File: config.mk
export PLATFORM = sky130hd
export DESIGN_NAME = sat_top
export DESIGN_NICKNAME = d
export VERILOG_FILES = /design/src/sat_pkg.sv /design/src/sat_top.sv
export SDC_FILE = /design/constraint.sdc
export NUM_CORES = 1
export LEC_CHECK = 0
export ABC_AREA = 1
export CAP_MARGIN = 20
export CORE_MARGIN = 2
export CORE_UTILIZATION = 65
export DETAILED_ROUTE_END_ITERATION = 8
export DONT_BUFFER_PORTS = 1
export PLACE_DENSITY = 0.8
export SLEW_MARGIN = 30
export SYNTH_ARGS = -nofsm -noshare
export SYNTH_HDL_FRONTEND = slang
export SYNTH_SLANG_ARGS = --single-unit
File: constraint.sdc
create_clock -name pclk -period 5.2 [get_ports pclk]
set_input_delay 1.04 -clock pclk [delete_from_list [all_inputs] [get_ports pclk]]
set_output_delay 1.04 -clock pclk [all_outputs]
set_load 0.02 [all_outputs]
File: src/sat_pkg.sv
// constants, register map and state type of the scheduled action trigger
package sat_pkg;

    localparam int unsigned SAT_DATA_W = 32;
    localparam int unsigned SAT_TIME_W = 64;
    localparam int unsigned SAT_QDEPTH = 4;
    localparam int unsigned SAT_CNT_W = 3;
    localparam int unsigned SAT_SEL_W = 8;

    // register byte offsets
    localparam logic [7:0] SAT_CTRL_OFS = 8'h00;
    localparam logic [7:0] SAT_DEVKEY_OFS = 8'h04;
    localparam logic [7:0] SAT_SELECT_OFS = 8'h08;
    localparam logic [7:0] SAT_GRPKEY_OFS = 8'h0C;
    localparam logic [7:0] SAT_GRPMASK_OFS = 8'h10;
    localparam logic [7:0] SAT_CAPACITY_OFS = 8'h14;
    localparam logic [7:0] SAT_STATUS_OFS = 8'h18;
    localparam logic [7:0] SAT_LATENCY_OFS = 8'h1C;
    localparam logic [7:0] SAT_TRIGCNT_OFS = 8'h20;
    localparam logic [7:0] SAT_DROPCNT_OFS = 8'h24;
    localparam logic [7:0] SAT_REJCNT_OFS = 8'h28;

    // field positions
    localparam int unsigned SAT_CTRL_ACCEPT_BIT = 0;
    localparam int unsigned SAT_CTRL_FLUSH_BIT = 1;
    localparam int unsigned SAT_STAT_COUNT_LSB = 0;
    localparam int unsigned SAT_STAT_LOCK_BIT = 4;
    localparam int unsigned SAT_STAT_LAST_LSB = 8;

    // reset values
    localparam logic [SAT_DATA_W-1:0] SAT_KEY_RST = 32'h0000_0000;
    localparam logic [SAT_DATA_W-1:0] SAT_MASK_RST = 32'h0000_0000;
    localparam logic [SAT_SEL_W-1:0] SAT_SEL_RST = 8'h00;
    localparam logic [SAT_SEL_W-1:0] SAT_SEL_ACTION0 = 8'h00;
    localparam logic SAT_ACCEPT_RST = 1'b0;

    // fixed internal latency from trigger to exposure start, in ns
    localparam logic [SAT_TIME_W-1:0] SAT_LATENCY_NS = 64'h0000_0000_0000_0064;

    localparam logic [SAT_DATA_W-1:0] SAT_CAPACITY =
        SAT_DATA_W'(SAT_QDEPTH);

    typedef enum logic [2:0] {
        SAT_ACK_SUCCESS,
        SAT_ACK_NO_REF_TIME,
        SAT_ACK_ACTION_LATE,
        SAT_ACK_OVERFLOW
    } sat_ack_t;

    typedef struct packed {
        logic [SAT_QDEPTH-1:0] q_valid;
        logic [SAT_QDEPTH-1:0][SAT_TIME_W-1:0] q_tag;
        logic accept_closed;
        logic [SAT_DATA_W-1:0] dev_key;
        logic [SAT_DATA_W-1:0] grp_key;
        logic [SAT_DATA_W-1:0] grp_mask;
        logic [SAT_SEL_W-1:0] sel;
        logic [SAT_DATA_W-1:0] trig_cnt;
        logic [SAT_DATA_W-1:0] drop_cnt;
        logic [SAT_DATA_W-1:0] rej_cnt;
        sat_ack_t last_status;
        logic trig;
        logic ack_valid;
        sat_ack_t ack_status;
        logic pready;
        logic pslverr;
        logic [SAT_DATA_W-1:0] prdata;
    } sat_state_t;

endpackage

File: src/sat_top.sv
// scheduled action trigger: command check, time queue and apb registers
`timescale 1ns/1ps

// Summary of operation
// - one action exists, defined by device key, group key and group mask
// - a trigger follows only a command whose fields match the action
// - scheduled command fields are checked in this logic, not software
// - device key is write-only, reads zero, and is the device credential
// - group key is read/write and compared with the command group key
// - group mask is read/write and ANDed with the command mask
// - selector picks which action the group key and mask accesses hit
// - closed-channel accept bit lets commands pass with no control channel
// - unicast and broadcast commands are accepted alike
// - time tags and comparisons are in nanoseconds
// - scheduled commands need time sync enabled and locked, else dropped
// - a validated scheduled command already late fires at once
// - future scheduled commands wait in a queue of four entries
// - with the queue full further scheduled commands are dropped
// - a due entry leaves the queue and raises the exposure trigger
// - a scheduled command with no reference time and acknowledge requested answers no-ref-time
// - a late scheduled command with acknowledge answers action-late
// - a scheduled command into a full queue answers overflow
// - a fixed internal latency is taken off each scheduled time tag
// - queue capacity reads as a read-only value
module sat_top
    import sat_pkg::*;
(
    input wire logic pclk,
    input wire logic presetn,
    input wire logic clk_en,
    input wire logic psel,
    input wire logic penable,
    input wire logic pwrite,
    input wire logic [7:0] paddr,
    input wire logic [SAT_DATA_W-1:0] pwdata,
    input wire logic [3:0] pstrb,
    output logic [SAT_DATA_W-1:0] prdata,
    output logic pready,
    output logic pslverr,
    input wire logic cmd_valid,
    input wire logic [SAT_DATA_W-1:0] cmd_device_key,
    input wire logic [SAT_DATA_W-1:0] cmd_group_key,
    input wire logic [SAT_DATA_W-1:0] cmd_group_mask,
    input wire logic cmd_scheduled,
    input wire logic [SAT_TIME_W-1:0] cmd_time_tag,
    input wire logic cmd_ack_req,
    input wire logic channel_open,
    input wire logic ptp_enabled,
    input wire logic ptp_locked,
    input wire logic [SAT_TIME_W-1:0] ref_time,
    output logic exposure_trigger,
    output logic ack_valid,
    output logic [2:0] ack_status
);

    sat_state_t s_q;
    sat_state_t s_d;

    // combinational helpers
    logic key_match;
    logic chan_ok;
    logic time_ok;
    logic [SAT_TIME_W-1:0] eff_tag;
    logic is_late;
    logic q_full;
    logic slot_found;
    logic [1:0] free_slot;
    logic fire_due;
    logic fire_now;
    logic drop_evt;
    logic rej_evt;
    logic [SAT_CNT_W-1:0] pend_cnt;
    logic apb_setup;
    logic apb_wr;
    logic [SAT_DATA_W-1:0] rd_val;
    logic rd_err;
    logic sel_ok;

    function automatic logic [SAT_DATA_W-1:0] lane_merge(
        input logic [SAT_DATA_W-1:0] old_v,
        input logic [SAT_DATA_W-1:0] new_v,
        input logic [3:0] strb
    );
        logic [SAT_DATA_W-1:0] r;
        r = old_v;
        for (int b = 0; b < 4; b++) begin
            if (strb[b]) begin
                r[b*8 +: 8] = new_v[b*8 +: 8];
            end
        end
        return r;
    endfunction

    always_comb begin
        // broadcast or unicast addressing is not looked at here
        key_match = (cmd_device_key == s_q.dev_key) &&
                    (cmd_group_key == s_q.grp_key) &&
                    ((cmd_group_mask & s_q.grp_mask) != '0);
        chan_ok = channel_open || s_q.accept_closed;
        time_ok = ptp_enabled && ptp_locked;
        // saturate so an early tag cannot wrap to the far future
        if (cmd_time_tag >= SAT_LATENCY_NS) begin
            eff_tag = cmd_time_tag - SAT_LATENCY_NS;
        end else begin
            eff_tag = '0;
        end
        is_late = eff_tag < ref_time;
        q_full = &s_q.q_valid;
        slot_found = 1'b0;
        free_slot = 2'd0;
        pend_cnt = '0;
        for (int i = 0; i < SAT_QDEPTH; i++) begin
            pend_cnt = pend_cnt + SAT_CNT_W'(s_q.q_valid[i]);
            if (!s_q.q_valid[i] && !slot_found) begin
                slot_found = 1'b1;
                free_slot = 2'(i);
            end
        end
        apb_setup = psel && !penable;
        apb_wr = psel && penable && s_q.pready && pwrite;
        sel_ok = s_q.sel == SAT_SEL_ACTION0;
    end

    // register read mux, evaluated in the setup cycle
    always_comb begin
        rd_val = '0;
        rd_err = 1'b0;
        case (paddr)
            SAT_CTRL_OFS: begin
                rd_val[SAT_CTRL_ACCEPT_BIT] = s_q.accept_closed;
            end
            SAT_DEVKEY_OFS: begin
                rd_val = '0;
            end
            SAT_SELECT_OFS: begin
                rd_val[SAT_SEL_W-1:0] = s_q.sel;
            end
            SAT_GRPKEY_OFS: begin
                rd_val = sel_ok ? s_q.grp_key : '0;
            end
            SAT_GRPMASK_OFS: begin
                rd_val = sel_ok ? s_q.grp_mask : '0;
            end
            SAT_CAPACITY_OFS: begin
                rd_val = SAT_CAPACITY;
            end
            SAT_STATUS_OFS: begin
                rd_val[SAT_STAT_COUNT_LSB +: SAT_CNT_W] = pend_cnt;
                rd_val[SAT_STAT_LOCK_BIT] = time_ok;
                rd_val[SAT_STAT_LAST_LSB +: 3] = s_q.last_status;
            end
            SAT_LATENCY_OFS: begin
                rd_val = SAT_LATENCY_NS[SAT_DATA_W-1:0];
            end
            SAT_TRIGCNT_OFS: begin
                rd_val = s_q.trig_cnt;
            end
            SAT_DROPCNT_OFS: begin
                rd_val = s_q.drop_cnt;
            end
            SAT_REJCNT_OFS: begin
                rd_val = s_q.rej_cnt;
            end
            default: begin
                rd_err = 1'b1;
            end
        endcase
    end

    always_comb begin
        s_d = s_q;
        s_d.trig = 1'b0;
        s_d.ack_valid = 1'b0;
        fire_due = 1'b0;
        fire_now = 1'b0;
        drop_evt = 1'b0;
        rej_evt = 1'b0;

        // due entries leave the queue; several due together give one pulse
        for (int i = 0; i < SAT_QDEPTH; i++) begin
            if (s_q.q_valid[i] && (s_q.q_tag[i] <= ref_time)) begin
                s_d.q_valid[i] = 1'b0;
                fire_due = 1'b1;
            end
        end

        if (cmd_valid) begin
            if (!chan_ok || !key_match) begin
                rej_evt = 1'b1;
            end else if (!cmd_scheduled) begin
                fire_now = 1'b1;
                s_d.ack_valid = cmd_ack_req;
                s_d.ack_status = SAT_ACK_SUCCESS;
                s_d.last_status = SAT_ACK_SUCCESS;
            end else if (!time_ok) begin
                drop_evt = 1'b1;
                s_d.ack_valid = cmd_ack_req;
                s_d.ack_status = SAT_ACK_NO_REF_TIME;
                s_d.last_status = SAT_ACK_NO_REF_TIME;
            end else if (is_late) begin
                fire_now = 1'b1;
                s_d.ack_valid = cmd_ack_req;
                s_d.ack_status = SAT_ACK_ACTION_LATE;
                s_d.last_status = SAT_ACK_ACTION_LATE;
            end else if (q_full) begin
                // a slot freed this same cycle is not reused until next
                drop_evt = 1'b1;
                s_d.ack_valid = cmd_ack_req;
                s_d.ack_status = SAT_ACK_OVERFLOW;
                s_d.last_status = SAT_ACK_OVERFLOW;
            end else begin
                // checked and stored entirely in hardware
                s_d.q_valid[free_slot] = 1'b1;
                s_d.q_tag[free_slot] = eff_tag;
                s_d.ack_valid = cmd_ack_req;
                s_d.ack_status = SAT_ACK_SUCCESS;
                s_d.last_status = SAT_ACK_SUCCESS;
            end
        end

        s_d.trig = fire_due || fire_now;
        if (s_d.trig) begin
            s_d.trig_cnt = s_q.trig_cnt + 32'h0000_0001;
        end
        if (drop_evt) begin
            s_d.drop_cnt = s_q.drop_cnt + 32'h0000_0001;
        end
        if (rej_evt) begin
            s_d.rej_cnt = s_q.rej_cnt + 32'h0000_0001;
        end

        // apb: answer one cycle after setup, with no wait states
        s_d.pready = apb_setup;
        if (apb_setup) begin
            s_d.pslverr = rd_err;
            s_d.prdata = pwrite ? '0 : rd_val;
        end else if (psel && penable && s_q.pready) begin
            s_d.pslverr = 1'b0;
            s_d.prdata = '0;
        end

        if (apb_wr && !s_q.pslverr) begin
            case (paddr)
                SAT_CTRL_OFS: begin
                    if (pstrb[0]) begin
                        s_d.accept_closed = pwdata[SAT_CTRL_ACCEPT_BIT];
                        // flush wins over an insert in the same cycle
                        if (pwdata[SAT_CTRL_FLUSH_BIT]) begin
                            s_d.q_valid = '0;
                        end
                    end
                end
                SAT_DEVKEY_OFS: begin
                    s_d.dev_key = lane_merge(s_q.dev_key, pwdata, pstrb);
                end
                SAT_SELECT_OFS: begin
                    if (pstrb[0]) begin
                        s_d.sel = pwdata[SAT_SEL_W-1:0];
                    end
                end
                SAT_GRPKEY_OFS: begin
                    if (sel_ok) begin
                        s_d.grp_key = lane_merge(s_q.grp_key, pwdata, pstrb);
                    end
                end
                SAT_GRPMASK_OFS: begin
                    if (sel_ok) begin
                        s_d.grp_mask =
                            lane_merge(s_q.grp_mask, pwdata, pstrb);
                    end
                end
                default: begin
                    // read-only or unmapped: no effect
                end
            endcase
        end
    end

    always_ff @(posedge pclk or negedge presetn) begin
        if (!presetn) begin
            s_q.q_valid <= '0;
            s_q.q_tag <= '0;
            s_q.accept_closed <= SAT_ACCEPT_RST;
            s_q.dev_key <= SAT_KEY_RST;
            s_q.grp_key <= SAT_KEY_RST;
            s_q.grp_mask <= SAT_MASK_RST;
            s_q.sel <= SAT_SEL_RST;
            s_q.trig_cnt <= '0;
            s_q.drop_cnt <= '0;
            s_q.rej_cnt <= '0;
            s_q.last_status <= SAT_ACK_SUCCESS;
            s_q.trig <= 1'b0;
            s_q.ack_valid <= 1'b0;
            s_q.ack_status <= SAT_ACK_SUCCESS;
            s_q.pready <= 1'b0;
            s_q.pslverr <= 1'b0;
            s_q.prdata <= '0;
        end else if (clk_en) begin
            s_q <= s_d;
        end
    end

    assign prdata = s_q.prdata;
    assign pready = s_q.pready;
    assign pslverr = s_q.pslverr;
    assign exposure_trigger = s_q.trig;
    assign ack_valid = s_q.ack_valid;
    assign ack_status = s_q.ack_status;

endmodule

; ---- Yosys cells after proc, flatten, opt, wreduce, memory -nomap -nowiden
; Cells that the tools add are included.
[op_classes]
n_addsub = 7
n_lt_le_gt_ge = 8
n_eq_ne = 12
mux = 66
bitwise = 5
reduce_logical = 55
[op_table]
columns = cell, count
row1 = two-way mux 260 bit, 6
row2 = bitwise mux 256 bit, 1
row3 = <= comparator 64 bit, 4
row4 = demux 64 bit (select 2 bit), 1
row5 = two-way mux 64 bit, 2
row6 = one-hot mux 21 bit (5 select lines), 1
row7 = "adder 32 x 1 -> 32 bit, second input constant", 3
row8 = two-way mux 32 bit, 3
row9 = two-way mux 33 bit, 2
row10 = == test 32 bit, 2
row11 = "greater-or-equal comparator 64 x 7 -> 1 bit, second input constant", 1
row12 = less-than comparator 64 bit, 1
row13 = "subtractor 64 x 7 -> 64 bit, second input constant", 1
row14 = AND reduction 5 bit, 8
row15 = AND 32 bit, 1
row16 = "== test 8 x 5 -> 1 bit, second input constant", 4
row17 = nonzero test 32 bit, 1
row18 = AND reduction 4 bit, 7
row19 = two-way mux 1 bit, 27
row20 = "== test 8 x 6 -> 1 bit, second input constant", 3
row21 = two-way mux 4 bit, 6
row22 = one-hot mux 3 bit (7 select lines), 1
row23 = two-way mux 2 bit, 10
row24 = one-hot mux 3 bit (6 select lines), 1
row25 = other kinds (24), 56
[word_totals]
ff_bits = 503
in_bits = 280
output_inout_bits = 39
wordCells = 182

; ---- Longest topological paths before layout
[logic_depth]
word_depth = 24
mapped_depth = 37
mapped_depth_nobuf = 36

; ---- Worst setup path after synthesis
; OpenSTA, ideal clock, no wires.
[synth_path]
kind = input to register
from = input port cmd_time_tag[2]
to = register s_q[128] (netlist name)
setup_ns = 0.117
t_arrival_ns = 4.999
t_required_ns = 5.083
slack_ns = 0.084
stages = 35
path_buffers = 2
path_cell_list = inv_1 > ha_1 > a21oi_1 > nand3_1 > nand3_1 > nor2_2 > inv_2 > nor2_2 > inv_2 > nor3_2 > nand2_1 > nor2_2 > inv_2 > nor2_2 > inv_2 > nor2_2 > inv_1 > nor2_1 > nor2_1 > or3_4 > inv_1 > ha_1 > nand2_1 > nor2_1 > a211oi_1 > o221ai_1 > nand2_1 > o2111ai_1 > a21oi_1 > nand3_2 > a21o_1 > buf_4 > buf_2 > nand3_1 > nand2_1
[synth_between]
elab_chain_len = 10
word_cells_on_any_way = 11
classes_between = 1 x add/sub / 2 x order compare / 6 x mux / 2 x reduce/logical
[synth_rtl]
columns = element, line_no
row1 = "start, declared", sat_top.sv:45  ; input wire logic [SAT_TIME_W-1:0] cmd_time_tag,
row2 = subtractor 64 x 7 -> 64 bit / greater-or-equal comparator 64 x 7 -> 1 bit (equally long branches), "sat_top.sv:103, sat_top.sv:102"
row3 = two-way mux 64 bit (*), sat_top.sv:102  ; if (cmd_time_tag >= SAT_LATENCY_NS) begin
row4 = less-than comparator 64 bit (*), sat_top.sv:107  ; is_late = eff_tag < ref_time;
row5 = two-way mux 1 bit (*), sat_top.sv:200  ; end else if (is_late) begin
row6 = two-way mux 1 bit (*), sat_top.sv:195  ; end else if (!time_ok) begin
row7 = two-way mux 1 bit (*), sat_top.sv:190  ; end else if (!cmd_scheduled) begin
row8 = two-way mux 1 bit (*), sat_top.sv:188  ; if (!chan_ok || !key_match) begin
row9 = two-way mux 1 bit (*), sat_top.sv:187  ; if (cmd_valid) begin
row10 = logical OR 1 bit (*), sat_top.sv:221  ; s_d.trig = fire_due || fire_now;
row11 = AND reduction 2 bit (no source line) (*), n/a
row12 = "end, declared", sat_top.sv:56  ; sat_state_t s_q;
; Every way passes the cells marked *; elsewhere a longest branch is shown, timed or not.
; A chain may end at the register's enable or synchronous reset.

==> results.md <==
- Standard-cell rows: 82
- Post-synthesis instance total: 4228
- Cell Area, Synth: 32800 sq um
- CP startpoint kind: input pin
- Leakage power: 18.2 nW
- Run status: complete, but fails checks
- Final clock period utilization by the worst path: 0.962
- Path depth of the worst reg2reg path: 14
- Number of routed nets with antenna violations: 0
- Initial Util: 0.656
- Yosys cell types: 60
- Final global-route overflow total: 0
- Sum of internal, switching and leakage power: 0.00888 W
- Number of flops mapped to enable cells by yosys: 0
- Worst clock skew: 21.4 ps
- Clk root buf: sky130_fd_sc_hd__clkbuf_16
- TritonCTS clock tree: built
- Hold Worst Slack: 142 ps
- Reg2reg setup slack: 1410 ps
- Number of vias in the routed layout: 29948
- Total stage count of the critical path: 37
- Number of global-route vias before repair: 28449
- Final Core Density: 0.723
- Transition time at the pin with the least slew margin: 2480 ps
- CTS Hold Bufs: 0
- Part of the Yosys area used for sequential elements: 0.381
- Critical Path Source: cmd_time_tag[2]
- Clk Latency, worst-skew pair: 630 ps
- Synthesized flop and latch total: 499
- Router iterations before antenna repair: 6
- Tmin final: 5000 ps
- Sum of net half-perimeters after detailed placement: 77500 microns
- Total count of max-transition violations in the final report: 260
- Buffer levels on the longest clock path: 3
- CTS H-tree lvls: 2
- Number of top-level pins: 319
- Final Hold Fails: 0
- Synthesized netlist net count: 4837
- Share of async-settable or async-resettable flops after synthesis: 1.00
- Maximum Capacitance Violations: 0
- Count of input and output buffers: 0
- GP Congestion: 1.03
- Total CTS buffers: 53
- Post-Syn Area per Cell: 7.75 sq um
- Area added between synthesis and finish: 10.2%
- Yosys synthesis warning count: 0
- Vertical die dimension: 229 microns
- Combined buffer and inverter count along the critical path: 12
- Ratio of total power to cell area: 246 nW/um^2
- Overall die area: 52200 sq um
- Maximum clock frequency: 200 MHz
- Aggregate routed wire length: 103000 microns
- End of the worst register-to-register path: s_q[124]
- Fraction of final layout cells sized beyond drive strength 1: 0.0815
- Final-layout setup total negative slack: 0 ps
- Failing checks: slew limit
- Initial antenna violation count: 6
- Synth Flop Type: sky130_fd_sc_hd__dfrtp_1
- Critical path fanouts, max: 12
- DRC marker count from the first detailed-route iteration: 3096
- Wire length of the first global-routing pass: 157000 microns
- Core area: 50000 sq um
- Worst Setup Path Type: in2reg
- Slowest cell on the critical path: sky130_fd_sc_hd__ha_1
- Clock transition at path regs: 60 ps
- Max stage delay on crit path: 290 ps
- Setup WS pre-CTS: -351 ps
- Delay-heaviest family, CP: simple AND/OR/NAND/NOR gates
- Via count normalized by instance count: 6.01
- Pin count of the biggest net entering global routing: 500
- Required @ worst endpoint: 5690 ps
- Setup repair after global routing missed its margin: true
- Chip Width: 229 microns
- Clock sink count: 499
- Worst-case headroom to the max-slew limit: -0.655
- DRC errors left: 0
- Critical path capture point type: register
- Worst hold path class: in2async
- Net count reported at finish: 4875
- Maximum vdd ir drop: 0.299 mV
- Total routing resource utilization after global routing: 0.383
- Fillcell total: 4001
- Data arrival time of the worst path: 5490 ps
- Worst Slack Setup Final: 197 ps
- Total of endpoints with negative setup slack in the final report: 0
- Routed wire per std cell: 20.7 microns
## where the power goes
group	total [W]	internal (W)	switching, W
Sequential	0.00404	0.00395	0.0000838
Combinational	0.000845	0.000286	0.000558
Clock	0.00400	0.00233	0.00167
Total	0.00888	0.00657	0.00231
## synth_stat cells, drive strengths merged, types with 12 or more instances
cell	n	area (sq um)
a31oi	13	81.3
inv	495	1860
o221ai	13	114
clkbuf	65	250
nand3	132	693
buf	82	587
or2	43	269
o21a	12	90.1
o21ai	403	2020
a221oi	16	140
nor3	121	637
dfrtp	499	12500
nand2	1052	3960
a21oi	163	827
a22o	15	131
nor2	373	1460
a211oi	22	165
mux2	26	293
nor4	48	300
ha	328	4100
o22ai	38	238
nand4	104	651
xor2	98	858
o2111ai	18	158
## stage by stage
stage | area, sq um | instances
after floorplan | 32800 | 4228
after global placement | 33800 | 4861
after detailed placement | 33800 | 4861
after CTS | 35700 | 4959
after global routing | 36100 | 4984
final | 36100 | 4987
## worst min path at each step
| stage | to | startpoint | depth (start not counted) |
|---|---|---|---|
| 4_1_cts | asynchronous set/reset pin | presetn | 0 |
| 6_report | asynchronous set/reset pin | presetn | 0 |
| 3_5_place_dp | s_q[105] | s_q[105] | 2 |
| 5_1_grt | asynchronous set/reset pin | presetn | 0 |
| 2_1_floorplan | s_q[105] | s_q[105] | 2 |
| 3_3_place_gp | s_q[105] | s_q[105] | 2 |
## logic make-up after synthesis
group | after synthesis | synth area share
multiplexers | 26 | 0.00894
adder cells (fa/ha/maj) | 329 | 0.126
AO/OA/AOI/OAI | 736 | 0.127
flip-flops | 499 | 0.381
AND/OR/NAND/NOR | 1890 | 0.247
buffers and inverters | 643 | 0.0824
XOR/XNOR | 104 | 0.0278
other | 1 | 0.000114
## layout by cell type, fill, tap and decap left out, types with 16 or more instances in the layout
cell,netlist,routed
sky130_fd_sc_hd__nand2_1,1048,1044
sky130_fd_sc_hd__buf_12,0,18
sky130_fd_sc_hd__clkbuf_16,0,60
sky130_fd_sc_hd__nor3_1,116,115
sky130_fd_sc_hd__a211oi_1,22,21
sky130_fd_sc_hd__nand4_1,104,104
sky130_fd_sc_hd__o21ai_1,40,50
sky130_fd_sc_hd__nor4_1,48,47
sky130_fd_sc_hd__a221oi_1,16,16
sky130_fd_sc_hd__o22ai_1,38,38
sky130_fd_sc_hd__ha_1,328,327
sky130_fd_sc_hd__xor2_1,98,98
sky130_fd_sc_hd__o2111ai_1,18,18
sky130_fd_sc_hd__dfrtp_1,499,499
sky130_fd_sc_hd__nand3_1,127,123
sky130_fd_sc_hd__nor2_1,357,354
sky130_fd_sc_hd__or2_2,42,42
sky130_fd_sc_hd__mux2_2,26,26
sky130_fd_sc_hd__o21ai_0,363,353
sky130_fd_sc_hd__a21oi_1,162,162
sky130_fd_sc_hd__inv_1,480,480
sky130_fd_sc_hd__buf_4,39,100
## worst reg2reg max path, stage by stage (launching register included)
cell and delay, ps:
sky130_fd_sc_hd__dfrtp_1 390, sky130_fd_sc_hd__ha_1 310, sky130_fd_sc_hd__nand2_1 80, sky130_fd_sc_hd__inv_1 70, sky130_fd_sc_hd__nand3_1 90, sky130_fd_sc_hd__nor3_1 560, sky130_fd_sc_hd__nor4b_1 790, sky130_fd_sc_hd__nand4_1 450
sky130_fd_sc_hd__nand2_1 210, sky130_fd_sc_hd__nand2_1 70, sky130_fd_sc_hd__nand4_1 110, sky130_fd_sc_hd__nand2_1 110, sky130_fd_sc_hd__buf_4 260, sky130_fd_sc_hd__nand3_1 130, sky130_fd_sc_hd__nand2_1 60
## final cells by class
cell class                 count  area (sq um)  share of cell area
multi-input combinational   3086         17700               0.491
sequential                   499         12500               0.346
inverter                     496          1860              0.0516
clock inverter                22           283             0.00783
tap                          672           841              0.0233
timing repair buffer         130          1360              0.0376
antenna                        6          15.0            0.000416
clock buffer                  76          1550              0.0430
## layer usage
metal  global-route usage  vias to the layer above  routed length [microns]
met3               0.0857                      263                    10000
met4                0.196                        0                     5810
met5                    0                        -                        0
li1                     -                    14185                        -
met1                0.492                    14031                    40400
met2                0.610                     1469                    46800
## timing repair
action / CTS / global route
setup endpoints to repair: 0 / 310
buffers inserted: 0 / 13
gates resized for setup: 0 / 29
Note: power is estimated with default switching activity, not from simulation.
